[config.mk]
export PLATFORM = sky130hd
export DESIGN_NAME = rst_sequencer
export DESIGN_NICKNAME = d
export VERILOG_FILES = /design/src/verilog/rst_pkg.sv /design/src/verilog/rst_tmr_if.sv /design/src/verilog/rst_timer.sv /design/src/verilog/rst_sequencer.sv
export SDC_FILE = /design/constraint.sdc
export NUM_CORES = 1
export LEC_CHECK = 0
export ABC_AREA = 1
export BUFFER_PORTS_ARGS = -buffer_cell sky130_fd_sc_hd__buf_4
export CAP_MARGIN = 10
export CORE_MARGIN = 10
export CORE_UTILIZATION = 35
export DETAILED_ROUTE_END_ITERATION = 10
export GPL_TIMING_DRIVEN = 0
export MAX_ROUTING_LAYER = met4
export SLEW_MARGIN = 20
export SYNTH_ARGS = -nofsm -noshare
export SYNTH_HDL_FRONTEND = slang
export SYNTH_HIERARCHICAL = 1
export SYNTH_SLANG_ARGS = --single-unit
[constraint.sdc]
create_clock -name mclk -period 1.93 [get_ports mclk]
set_input_delay 0.0965 -clock mclk [delete_from_list [all_inputs] [get_ports mclk]]
set_output_delay 0.0965 -clock mclk [all_outputs]
set_load 0.1 [all_outputs]
[src/verilog/rst_pkg.sv]
// Package of the rail sequence timers: timing constants and states.
// Assumes a single 25 MHz clock domain.
package rst_pkg;

  localparam int          RST_CLK_MHZ      = 25;
  localparam int          RST_NRAILS       = 4;
  // Programmed duration limits, in microseconds
  localparam int          RST_TMIN_US      = 250;
  localparam int          RST_TMAX_US      = 25000;
  localparam int          RST_TMIN_CYC     = RST_TMIN_US * RST_CLK_MHZ;
  localparam int          RST_TMAX_CYC     = RST_TMAX_US * RST_CLK_MHZ;
  // Worst-case step without delay, in nanoseconds
  localparam int          RST_TPD_NS       = 6500;
  localparam int          RST_TPD_CYC      = (RST_TPD_NS * RST_CLK_MHZ) / 1000;
  localparam int          RST_TW           = 20;
  localparam logic [19:0] RST_CNT_RST      = 20'h00000;
  localparam logic [3:0]  RST_EN_RST       = 4'h0;
  localparam logic [1:0]  RST_IDX_RST      = 2'h0;
  // Synchroniser idle: down high, rails below off level
  localparam logic [14:0] RST_SYNC_RST     = 15'h40F0;

  typedef enum logic [4:0] {
    RST_IDLE  = 5'h01,
    RST_UPWT  = 5'h02,
    RST_UPDLY = 5'h04,
    RST_DNWT  = 5'h08,
    RST_DNDLY = 5'h10
  } rst_state_t;

endpackage

[src/verilog/rst_tmr_if.sv]
// Interface between the sequencer core and its two timers.
// Assumes both ends share mclk.
`timescale 1ns/1ps
`default_nettype none
interface rst_tmr_if;
  logic        start;
  logic        stop;
  logic        enabled;
  logic [19:0] limit;
  logic        expired;
  logic        running;
  modport ctl (output start, output stop, output enabled, output limit,
               input expired, input running);
  modport tmr (input start, input stop, input enabled, input limit,
               output expired, output running);
endinterface
`default_nettype wire

[src/verilog/rst_timer.sv]
// One shared timer counting mclk cycles up to a configured limit.
// Assumes the limit stays fixed after power-up.
`timescale 1ns/1ps
`default_nettype none
module rst_timer
  import rst_pkg::*;
(
  input  wire logic mclk,  // System clock
  input  wire logic nrst,  // Async reset, active low
  rst_tmr_if.tmr    t      // Control from core
);
  typedef struct packed {
    logic [19:0] cnt;
    logic        run;
    logic        exp;
  } rst_tmr_st_t;

  rst_tmr_st_t s_q;
  rst_tmr_st_t s_d;
  logic [19:0] lim;

  // Clamp to the supported range
  always_comb begin
    if (t.limit < 20'(RST_TMIN_CYC)) begin
      lim = 20'(RST_TMIN_CYC);
    end else if (t.limit > 20'(RST_TMAX_CYC)) begin
      lim = 20'(RST_TMAX_CYC);
    end else begin
      lim = t.limit;
    end
  end

  always_comb begin
    s_d     = s_q;
    s_d.exp = 1'b0;
    if (t.start) begin
      s_d.cnt = RST_CNT_RST;
      s_d.run = t.enabled;
    end else if (t.stop) begin
      s_d.run = 1'b0;
    end else if (s_q.run) begin
      if (s_q.cnt >= lim - 20'h00001) begin
        s_d.run = 1'b0;
        s_d.exp = 1'b1;
      end else begin
        s_d.cnt = s_q.cnt + 20'h00001;
      end
    end
  end

  always_ff @(posedge mclk or negedge nrst) begin
    if (!nrst) begin
      s_q <= '0;
    end else begin
      s_q <= s_d;
    end
  end

  assign t.expired = s_q.exp;
  assign t.running = s_q.run;

  a_exp_after_run: assert property (@(posedge mclk)
    disable iff (!nrst) t.expired |-> $past(s_q.run))
    else $error("expiry without run");
endmodule
`default_nettype wire

[src/verilog/rst_sequencer.sv]
// Timing core of a four-rail power sequencer with shared timers.
// Assumes monitor and command pins are asynchronous, mclk 25 MHz.
`timescale 1ns/1ps
`default_nettype none
module rst_sequencer
  import rst_pkg::*;
(
  input  wire logic        mclk,                    // 25 MHz clock
  input  wire logic        nrst,                    // Async reset
  input  wire logic        main_supply_ok,          // Main supply above POR
  input  wire logic [3:0]  rail_on_level,           // Rail above on level
  input  wire logic [3:0]  rail_off_level,          // Rail below off level
  input  wire logic [3:0]  rail_monitor_input,      // Monitor tied high
  input  wire logic        up_cmd,                  // Up command pin
  input  wire logic        down_cmd_n,              // Down command pin
  input  wire logic        step_delay_connected,    // Delay config present
  input  wire logic [19:0] step_delay_cycles,       // Delay length
  input  wire logic        regulation_connected,    // Timeout config present
  input  wire logic [19:0] regulation_cycles,       // Timeout length
  output logic      [3:0]  rail_enable,             // Regulator enables
  output logic             sequence_complete_flag,  // Sequence done
  output logic             power_good_flag          // Power good
);
  // ----------------------------------------------------------------
  // Input synchronisers
  // ----------------------------------------------------------------
  localparam int SW = 15;
  logic [SW-1:0] sy1_q;
  logic [SW-1:0] sy2_q;
  always_ff @(posedge mclk or negedge nrst) begin
    if (!nrst) begin
      // Idle levels, so no false command edge follows reset
      sy1_q <= RST_SYNC_RST;
      sy2_q <= RST_SYNC_RST;
    end else begin
      sy1_q <= {down_cmd_n, up_cmd, main_supply_ok, rail_monitor_input,
                rail_off_level, rail_on_level};
      sy2_q <= sy1_q;
    end
  end
  logic [3:0] on_s;
  logic [3:0] off_s;
  logic [3:0] skip_s;
  logic       por_s;
  logic       up_s;
  logic       dn_s;
  assign on_s   = sy2_q[3:0];
  assign off_s  = sy2_q[7:4];
  // rail 1 can never be skipped
  assign skip_s = {sy2_q[11:9], 1'b0};
  assign por_s  = sy2_q[12];
  assign up_s   = sy2_q[13];
  assign dn_s   = sy2_q[14];

  // ----------------------------------------------------------------
  // Shared timers
  // ----------------------------------------------------------------
  rst_tmr_if dly_if ();
  rst_tmr_if reg_if ();
  rst_timer u_step_delay_timer (
    .mclk (mclk),
    .nrst (nrst),
    .t    (dly_if.tmr)
  );
  rst_timer u_regulation_timeout (
    .mclk (mclk),
    .nrst (nrst),
    .t    (reg_if.tmr)
  );
  assign dly_if.enabled = step_delay_connected;
  assign reg_if.enabled = regulation_connected;
  assign dly_if.limit   = step_delay_cycles;
  assign reg_if.limit   = regulation_cycles;

  // ----------------------------------------------------------------
  // Sequencer state
  // ----------------------------------------------------------------
  typedef struct packed {
    rst_state_t  st;
    logic [1:0]  idx;
    logic [3:0]  en;
    logic        done;
    logic        pg;
    logic        up_prev;
    logic        dn_prev;
  } rst_seq_st_t;

  rst_seq_st_t s_q;
  rst_seq_st_t s_d;

  // Highest active rail, skipped rails are always the upper ones
  function automatic logic [1:0] last_rail(input logic [3:0] skip);
    logic [1:0] r;
    r = 2'h3;
    for (int i = 3; i >= 1; i--) begin
      if (skip[i]) begin
        r = 2'(i - 1);
      end
    end
    return r;
  endfunction

  logic       up_evt;
  logic       dn_evt;
  logic [1:0] top;
  logic       dly_done;

  assign up_evt = up_s && !s_q.up_prev;
  assign dn_evt = !dn_s && s_q.dn_prev;
  assign top    = last_rail(skip_s);
  // no timer means the step follows in a cycle
  // with timer the step waits for expiry
  assign dly_done = step_delay_connected ? dly_if.expired : 1'b1;

  always_comb begin
    s_d            = s_q;
    s_d.up_prev    = up_s;
    s_d.dn_prev    = dn_s;
    dly_if.start   = 1'b0;
    dly_if.stop    = 1'b0;
    reg_if.start   = 1'b0;
    reg_if.stop    = 1'b0;
    // power good falls on the down command
    if (dn_evt) begin
      s_d.pg = 1'b0;
    end
    unique case (s_q.st)
      RST_IDLE: begin
        if (up_evt && !dn_evt) begin
          s_d.idx      = RST_IDX_RST;
          s_d.en[0]    = 1'b1;
          s_d.st       = RST_UPWT;
          reg_if.start = 1'b1;
        end else if (dn_evt && s_q.en != RST_EN_RST) begin
          s_d.idx = top;
          s_d.st  = RST_DNWT;
        end
      end
      RST_UPWT: begin
        if (dn_evt) begin
          reg_if.stop = 1'b1;
          s_d.st      = RST_DNWT;
        end else if (on_s[s_q.idx]) begin
          // next enable and flags wait for the delay
          reg_if.stop  = 1'b1;
          dly_if.start = 1'b1;
          s_d.st       = RST_UPDLY;
        end else if (reg_if.expired) begin
          // reverse down from the previous rail
          s_d.en[s_q.idx] = 1'b0;
          s_d.pg          = 1'b0;
          if (s_q.idx == RST_IDX_RST) begin
            s_d.st = RST_IDLE;
          end else begin
            s_d.idx = s_q.idx - 2'h1;
            s_d.st  = RST_DNWT;
          end
        end
      end
      RST_UPDLY: begin
        if (dn_evt) begin
          dly_if.stop = 1'b1;
          s_d.st      = RST_DNWT;
        end else if (dly_done) begin
          if (s_q.idx == top) begin
            // both flags rise after the last rail
            s_d.done = 1'b1;
            s_d.pg   = 1'b1;
            s_d.st   = RST_IDLE;
          end else begin
            // upper skipped rails are never reached
            s_d.idx          = s_q.idx + 2'h1;
            s_d.en[s_q.idx + 2'h1] = 1'b1;
            reg_if.start     = 1'b1;
            s_d.st           = RST_UPWT;
          end
        end
      end
      RST_DNWT: begin
        // regulation timeout idle while going down
        s_d.en[s_q.idx] = 1'b0;
        if (up_evt) begin
          s_d.en[s_q.idx] = s_q.en[s_q.idx];
          s_d.st          = RST_UPWT;
          reg_if.start    = 1'b1;
        end else if (!s_q.en[s_q.idx] && off_s[s_q.idx]) begin
          dly_if.start = 1'b1;
          s_d.st       = RST_DNDLY;
        end
      end
      RST_DNDLY: begin
        if (dly_done) begin
          if (s_q.idx == RST_IDX_RST) begin
            // complete falls after the first rail
            s_d.done = 1'b0;
            s_d.st   = RST_IDLE;
          end else begin
            s_d.idx = s_q.idx - 2'h1;
            s_d.st  = RST_DNWT;
          end
        end
      end
    endcase
  end

  always_ff @(posedge mclk or negedge nrst) begin
    if (!nrst) begin
      s_q <= '{st: RST_IDLE, idx: RST_IDX_RST, en: RST_EN_RST,
               done: 1'b0, pg: 1'b0, up_prev: 1'b0, dn_prev: 1'b1};
    end else if (!por_s) begin
      // everything low below the power-on level
      s_q <= '{st: RST_IDLE, idx: RST_IDX_RST, en: RST_EN_RST,
               done: 1'b0, pg: 1'b0, up_prev: up_s, dn_prev: dn_s};
    end else begin
      s_q <= s_d;
    end
  end

  // ----------------------------------------------------------------
  // Outputs
  // ----------------------------------------------------------------
  // driven high and low from flip-flops
  assign rail_enable            = s_q.en;
  assign sequence_complete_flag = s_q.done;
  assign power_good_flag        = s_q.pg;

  // ----------------------------------------------------------------
  // Assertions
  // ----------------------------------------------------------------
  logic [3:0] cur_bit;
  logic [3:0] next_bit;
  assign cur_bit  = 4'h1 << s_q.idx;
  assign next_bit = 4'h1 << (s_q.idx + 2'h1);

  a_pg_drop_down: assert property (@(posedge mclk)
    disable iff (!nrst) dn_evt |=> !power_good_flag)
    else $error("power good held");
  a_reset_low_por: assert property (@(posedge mclk)
    disable iff (!nrst) !por_s |=> (rail_enable == 4'h0
    && !power_good_flag && !sequence_complete_flag))
    else $error("outputs not low below power-on level");
  a_up_hold_delay: assert property (@(posedge mclk)
    disable iff (!nrst) (s_q.st == RST_UPDLY && !dly_done && !dn_evt
    && por_s) |=> $stable(rail_enable))
    else $error("early enable");
  a_pg_with_done: assert property (@(posedge mclk)
    disable iff (!nrst) $rose(power_good_flag)
    |-> $rose(sequence_complete_flag))
    else $error("pg without done");
  a_reg_not_down: assert property (@(posedge mclk)
    disable iff (!nrst) (s_q.st == RST_DNWT || s_q.st == RST_DNDLY)
    |-> !reg_if.start || up_evt)
    else $error("timeout in down");
  a_reg_start_en: assert property (@(posedge mclk)
    disable iff (!nrst) (reg_if.start && s_q.st != RST_DNWT && por_s)
    |=> rail_enable[s_q.idx])
    else $error("timeout start");
  a_fast_step: assert property (@(posedge mclk)
    disable iff (!nrst)
    (!step_delay_connected && s_q.st == RST_UPDLY && !dn_evt)
    |=> s_q.st != RST_UPDLY)
    else $error("slow step");
  a_skip_not_en: assert property (@(posedge mclk)
    disable iff (!nrst) (skip_s[3] && $stable(skip_s))
    |=> !rail_enable[3] || $past(rail_enable[3]))
    else $error("skipped rail enabled");
  a_done_drop_first: assert property (@(posedge mclk)
    disable iff (!nrst) ($fell(sequence_complete_flag) && $past(por_s))
    |-> $past(s_q.idx) == RST_IDX_RST)
    else $error("done fell early");
  a_down_hold_delay: assert property (@(posedge mclk)
    disable iff (!nrst) (s_q.st == RST_DNDLY && !dly_done && por_s)
    |=> $stable(rail_enable))
    else $error("enable dropped in delay");
  a_en_ascend: assert property (@(posedge mclk)
    disable iff (!nrst) (s_q.st == RST_UPDLY && dly_done && !dn_evt
    && por_s && s_q.idx != top)
    |=> rail_enable == ($past(rail_enable) | $past(next_bit)))
    else $error("enable out of order");
  a_en_descend: assert property (@(posedge mclk)
    disable iff (!nrst) ((s_q.st == RST_DNWT || s_q.st == RST_DNDLY)
    && !up_evt && por_s)
    |=> (rail_enable & ~$past(rail_enable)) == 4'h0)
    else $error("enable rose in down");
  a_timeout_unwind: assert property (@(posedge mclk)
    disable iff (!nrst) (s_q.st == RST_UPWT && reg_if.expired && !dn_evt
    && !on_s[s_q.idx] && por_s)
    |=> (rail_enable & $past(cur_bit)) == 4'h0 && !power_good_flag)
    else $error("timeout ignored");
  // first enable only on up edge
  a_up_from_edge: assert property (@(posedge mclk)
    disable iff (!nrst) $rose(rail_enable[0]) |-> $past(up_evt))
    else $error("enable without up edge");
  a_dly_off_idle: assert property (@(posedge mclk)
    disable iff (!nrst) !step_delay_connected |-> !dly_if.running)
    else $error("delay timer ran while off");
  a_reg_off_idle: assert property (@(posedge mclk)
    disable iff (!nrst) !regulation_connected |-> !reg_if.running)
    else $error("timeout ran while off");
  a_done_at_top: assert property (@(posedge mclk)
    disable iff (!nrst) $rose(sequence_complete_flag)
    |-> $past(s_q.idx) == $past(top))
    else $error("complete before top rail");

  c_full_up: cover property (@(posedge mclk) $rose(power_good_flag));
  c_full_down: cover property (@(posedge mclk)
    $fell(sequence_complete_flag));
  c_timeout: cover property (@(posedge mclk) reg_if.expired);
  c_up_abort: cover property (@(posedge mclk)
    s_q.st == RST_UPDLY && dn_evt);
  c_skip_top: cover property (@(posedge mclk)
    skip_s[3] && $rose(sequence_complete_flag));
endmodule
`default_nettype wire

# Yosys cells after proc, flatten, opt, wreduce, memory -nomap -nowiden

Index checks and enable logic that the tools add are counted.

Output and inout port bits: 6
Logic and storage cells: 168
Flip-flop bits (word level): 89
Input bits: 59

Reduce and logical (&&, ||, !) cells: 22
Add/subtract/negate cells: 6
Magnitude comparators: 10
Equal/unequal tests: 28
Mux-type cells: 83
Bitwise gates (word level): 3

Operators with widths:

| kind                                                                    | number |
|---|---|
| 20-bit 2-to-1 mux                                                       | 8 |
| 22-bit 2-to-1 mux                                                       | 2 |
| 21-bit 2-to-1 mux                                                       | 2 |
| 20-bit by 1-bit adder with 20-bit output (second input constant)        | 2 |
| 20-bit >= comparator                                                    | 2 |
| 20-bit greater-than comparator (second input constant)                  | 2 |
| 20-bit by 13-bit < comparator with 1-bit output (second input constant) | 2 |
| 20-bit by 1-bit subtractor with 20-bit output (second input constant)   | 2 |
| 1-bit 2-to-1 mux                                                        | 33 |
| 3-bit != test (second input constant)                                   | 9 |
| 5-bit 2-to-1 mux                                                        | 5 |
| 5-bit case mux with 5 select lines                                      | 1 |
| 7-bit 2-to-1 mux                                                        | 3 |
| 6-bit 2-to-1 mux                                                        | 3 |
| 15-bit 2-to-1 mux                                                       | 1 |
| 2-bit 2-to-1 mux                                                        | 7 |
| 13-bit 2-to-1 mux                                                       | 1 |
| 4-bit != test (second input constant)                                   | 3 |
| 11-bit 2-to-1 mux                                                       | 1 |
| 5-bit by 1-bit != test with 1-bit output (second input constant)        | 2 |
| 3-bit case mux with 3 select lines                                      | 1 |
| 9-bit AND reduction                                                     | 1 |
| 4-bit 2-to-1 mux                                                        | 2 |
| 8-bit 2-to-1 mux                                                        | 1 |
| 35 further kinds                                                        | 56 |

# Longest topological paths before layout

Depth in word-level cells: 11
Mapped depth: 34

# Hierarchy

Netlist, hierarchy kept.

By module, submodules not included:

| module                           | times used | sequential area each (µm²) | area an instance (µm²) | cells each |
|---|---|---|---|---|
| rst_timer (u_regulation_timeout) | 1          | 550.5                      | 2841.5                 | 444 |
| rst_timer (u_step_delay_timer)   | 1          | 550.5                      | 2583.7                 | 382 |
| rst_sequencer                    | 1          | 1091.0                     | 2399.8                 | 305 |

# Worst setup path after synthesis

Ideal clock, no wire load.

Path type: input to register
From: input step_delay_cycles[10]
To: register u_step_delay_timer/s_q[10] (netlist name)
Required time: 1796 ps
Cell stages on the path: 31
Arrival time: 3223 ps
Setup slack: -1426 ps
Path buffers: 1
Path through: nor2_2 > inv_2 > nor2_2 > nand2_1 > nand2_1 > nand2_1 > nand2_2 > nand2_4 > nand3_1 > ha_1 > nand2_1 > inv_1 > nand4_4 > nor2_4 > inv_1 > nor2_4 > nand2_1 > nand2_1 > nand2_1 > ha_1 > nand2_1 > inv_1 > nand3_1 > nor3_1 > nand3_1 > o21bai_1 > nand2_1 > inv_2 > nand2_1 > clkbuf_1 > o21ai_0

Cells in the longest elaborated chain, start to end: 7
Elaborated cells between the ends (all ways): 8
Those cells by class: 1 x add/sub; 3 x order compare; 1 x eq/ne; 2 x mux; 1 x reduce/logical

RTL lines:

| item                                            | line                | text |
|---|---|---|
| from (decl)                                     | rst_sequencer.sv:17 | `input wire logic [19:0] step_delay_cycles,` |
| 20-bit greater-than comparator                  | rst_timer.sv:26     | `end else if (t.limit > 20'(RST_TMAX_CYC)) begin` |
| 20-bit 2-to-1 mux                               | rst_timer.sv:26     |  |
| 20-bit 2-to-1 mux *                             | rst_timer.sv:24     | `if (t.limit < 20'(RST_TMIN_CYC)) begin` |
| 20-bit by 1-bit subtractor with 20-bit output * | rst_timer.sv:42     | `if (s_q.cnt >= lim - 20'h00001) begin` |
| 20-bit >= comparator *                          | rst_timer.sv:42     |  |
| 2-bit != test (no line) *                       | -                   |  |
| 3-bit AND reduction (no line) *                 | -                   |  |
| to (signal assigned)                            | rst_timer.sv:53     | `s_q <= '0;` |
| to (signal assigned)                            | rst_timer.sv:55     | `s_q <= s_d;` |
| to (decl)                                       | rst_timer.sv:18     | `rst_tmr_st_t s_q;` |

Every way passes the cells marked *; elsewhere a longest branch is shown, timed or not.
A chain may end at the register's enable or synchronous reset.

# Worst setup path in the final report

From: input step_delay_cycles[4]
To: register u_step_delay_timer/s_q[6] (netlist name)

Same word-level chain as after synthesis.

==> summary.md <==
| Metric | Value |
|---|---|
| Horiz. Die Dim | 170 um |
| Critical Path Source Type | primary input |
| Vias in the first global route | 7479 |
| Sequential-to-total area share from yosys stat | around 28% |
| Violated checks | negative setup slack |
| Synth Area in XOR/XNOR | approximately 5.3% |
| Maximum resistive drop on vdd | just over 0.0006 V |
| Global-route wire length before repair | roughly 36 mm |
| Register bit total from synthesis | 87 |
| Fraction of final layout cells with drive strength greater than 1 | between 30% and 40% |
| Number of buffers created by CTS | 9 |
| Via density per instance | a little under 5 |
| RSZ-0062 raised after global routing | true |
| Detailed-route DRC error count | 0 |
| DRT Wirelength | about 22 mm |
| Worst Hold Depth | 5 |
| CP peak stage delay | 0.26 ns |
| Setup slack after layout | -1.18 ns |
| Number of antenna violations at the first check in global routing | 0 |
| Residual overflow from global routing | 0 |
| Dominant combinational cell family by area after synthesis | simple AND/OR/NAND/NOR gates |
| Commonest cells after routing, fill and taps aside | sky130_fd_sc_hd__nand2_1 (285), sky130_fd_sc_hd__inv_1 (134), sky130_fd_sc_hd__buf_4 (111) |
| Max frequency | roughly 0.32 GHz |
| Gate Count Post-Synth | 1131 |
| Wirelength per Cell | roughly 14 um |
| TritonCTS clock tree | done |
| Transition at the pin with the smallest max-transition slack | 0.911 ns |
| Period utilisation layout | 161% |
| Count of nets left with antenna violations after detail routing | 0 |
| Critical path class | in2reg |
| Adder and majority gate portion of the synthesized area | 8.31% |
| Placement-stage worst setup slack | -1.77 ns |
| Synthesized netlist net count | approximately 1200 |
| Clock root buffer master | sky130_fd_sc_hd__clkbuf_16 |
| Commonest non-fill, non-tap cell in the layout | sky130_fd_sc_hd__nand2_1 |
| Clock-pin slew of the registers on the worst-case setup and hold paths | around 0.070 ns |
| Layout overhead on the synthesized area | 35.9% |
| Simple-gate portion of the synthesized area | between 40% and 50% |
| Post-Synthesis Cell Area | about 8000 um^2 |
| Routability congestion estimate | between 0.9 and 1 |
| Sum of buffers and inverters on the critical path | 5 |
| Core Footprint | approximately 22000 um^2 |
| Max Transition Viols Final | 0 |
| Clock sink count | between 80 and 90 |
| Largest delay share family, worst path | simple AND/OR/NAND/NOR gates |
| Worst path most repeated cell | sky130_fd_sc_hd__nand2_1 |
| Required time of the critical path | between 2 and 2.5 ns |
| Pin count of the biggest net entering global routing | 55 |
| Count of distinct cell types in the synthesized netlist | 50 |
| Signal arrival time at the worst endpoint | 3.38 ns |
| Number of diodes added for antenna fixing | 0 |
| Final standard cell count with taps included and fillers excluded | about 1600 |
| Worst slew margin | about 40% |
| Mux share of post-synthesis cell area | 0% |
| Total vias in the final route | slightly below 8000 |
| Pre-Repair DR Iteration Count | 5 |
| Post-synthesis compound-gate area fraction | 6.84% |
| Critical path's slowest cell | sky130_fd_sc_hd__ha_1 |
| Max Fanout on Critical Path | 5 |
| Depth of the critical timing path with buffers and inverters included | 27 |
| Starting density of the core | ~36% |
| Ports placed on the boundary | 65 |
| HP Class | in2reg |
| Maximum level of the CTS H-tree | 3 |
| Worst setup skew after layout | 0.00738 ns |
| Leakage Power | 0.00526 uW |
| Synthesis warning total | 6 |
| Total die area | about 29000 um^2 |
| Shortest period the worst path allows | between 3 and 4 ns |
| Worst r2r path cells | 10 |
| Areal power density over the cells | 689 nW/um^2 |
| Y dimension of the die | approximately 170 um |
| Outcome | complete, but fails checks |
| Final hold violation count | 0 |
| Half-perimeter wire length after detailed placement | 15.6 mm |
| Insertion delay to the later sink of the worst-skew pair | 0.35 ns |
| Maximum buffer depth of the clock tree | 2 |
| Synthesized area divided by synthesized cell count | 6.92 um^2 |
| Number of nets in the finished design | between 1000 and 1500 |
| Num rows | 54 |
| Final count of negative-setup-slack endpoints | 44 |
| Placed cell count | between 1000 and 1500 |
| Drt first-iter violations | ~410 |
| Total routing usage reported by global routing | between 15 and 20% |
| Type of destination of the critical path | flop |
| Max_cap viols | 0 |
| Port Buffer Count | 63 |
==> path summary, 6_finish.rpt <==
path,from,end,slack [ns]
setup / recovery,step_delay_cycles[4],u_step_delay_timer/s_q[6]$_DFFE_PN0P_,-1.18
hold reg to reg,sy1_q[13]$_DFF_PN0_,sy2_q[13]$_DFF_PN0_,0.35
setup reg to reg,s_q[9]$_DFFE_PN0P_,u_regulation_timeout/s_q[5]$_DFFE_PN0P_,-0.83
max in group asynchronous,nrst,s_q[10]$_DFFE_PN1P_,0.99
hold / removal,step_delay_connected,s_q[12]$_DFFE_PN0P_,0.24
min in group asynchronous,nrst,u_regulation_timeout/s_q[8]$_DFFE_PN0P_,0.26
==> registers in the layout, indices dropped and copies added, names as in the netlist, 4 cells and up <==
| signal | count |
|---|---|
| rail_enable | 4 |
| s_q | 9 |
| sy1_q | 14 |
| sy2_q | 14 |
| u_regulation_timeout/s_q | 20 |
| u_step_delay_timer/s_q | 20 |
==> metrics by stage <==
step	cell area (um^2)	hold WS, ns	utilization [%]	setup TNS (ns)	power, uW
floorplan	8000	-0.199	-	-43.06	3900
global placement	8830	0.205	40.3	-71.97	4560
detailed placement	8850	0.103	40.4	-72.44	4600
CTS	10100	0.227	46.0	-47.21	7020
global route	10600	0.254	48.6	-57.79	7820
finish	10600	0.245	48.6	-47.61	7330
==> power by group <==
part / switching, uW / internal, uW / total, uW
clock: 782 / 1060 / 1840
combinational: 1910 / 1360 / 3280
sequential: 214 / 2000 / 2220
total: 2910 / 4420 / 7330
==> Yosys cell counts, drive strengths merged <==
cell	n	share of area (%)
inv	156	7.5
dfrtp	75	24
o22a	1	0.11
o31ai	2	0.19
clkinv	1	0.048
nor2	121	8.0
xnor2	11	1.2
nand3b	8	0.93
nor3b	1	0.096
a21boi	3	0.29
clkbuf	9	0.56
dfstp	12	4.0
and3	1	0.080
a21oi	34	2.4
nor3	21	1.8
a211oi	2	0.19
o211ai	4	0.38
buf	16	1.6
o22ai	1	0.080
nand4	36	3.3
nor4	2	0.16
o21bai	1	0.096
ha	52	8.3
or2	6	0.48
xor2	36	4.0
nand3	137	9.8
nand2	334	17
o21ai	46	2.9
o21a	2	0.19
==> cells by family after synthesis <==
kind of cell	after synthesis
simple gates	667
buf+inv	182
compound gates	96
flops	87
fa+ha+maj	52
xor+xnor	47
==> what timing repair did <==
| action | CTS | global route |
|---|---|---|
| buffers inserted | 42 | 19 |
| endpoints found under the setup margin | 44 | 53 |
| gates cloned | 5 | 4 |
| hold endpoints to repair | 41 | 0 |
| hold buffers | 17 | 0 |
| pin swaps | 74 | 57 |
| resized for setup | 97 | 90 |
==> worst reg2reg max path, cell delays in order (launching register included) <==
cell and delay (ns):
sky130_fd_sc_hd__dfrtp_2 0.50, sky130_fd_sc_hd__inv_1 0.26, sky130_fd_sc_hd__o21ai_0 0.15, sky130_fd_sc_hd__nand2_1 0.17
sky130_fd_sc_hd__nand2_1 0.11, sky130_fd_sc_hd__a21oi_1 0.19, sky130_fd_sc_hd__nand2_1 0.23, sky130_fd_sc_hd__inv_1 0.18
sky130_fd_sc_hd__buf_1 0.70, sky130_fd_sc_hd__nand3_2 0.13, sky130_fd_sc_hd__nand2_1 0.09
==> metal layers <==
layer	global-route usage, %	routed length, um	up-vias
met5	-	0	-
met4	3.30	278	0
met3	2.06	628	22
met2	25.1	11000	139
met1	19.2	10100	3658
li1	-	-	3989
==> final cells by class <==
cell class,count,area [um^2]
fill,2121,11300
multi-input combinational,862,5540
sequential,87,2190
timing repair buffer,151,1370
inverter,157,599
tap,280,350
buffer,24,273
clock buffer,10,239
clock inverter,6,72.6
No activity file was read; power rests on OpenSTA's default activity.
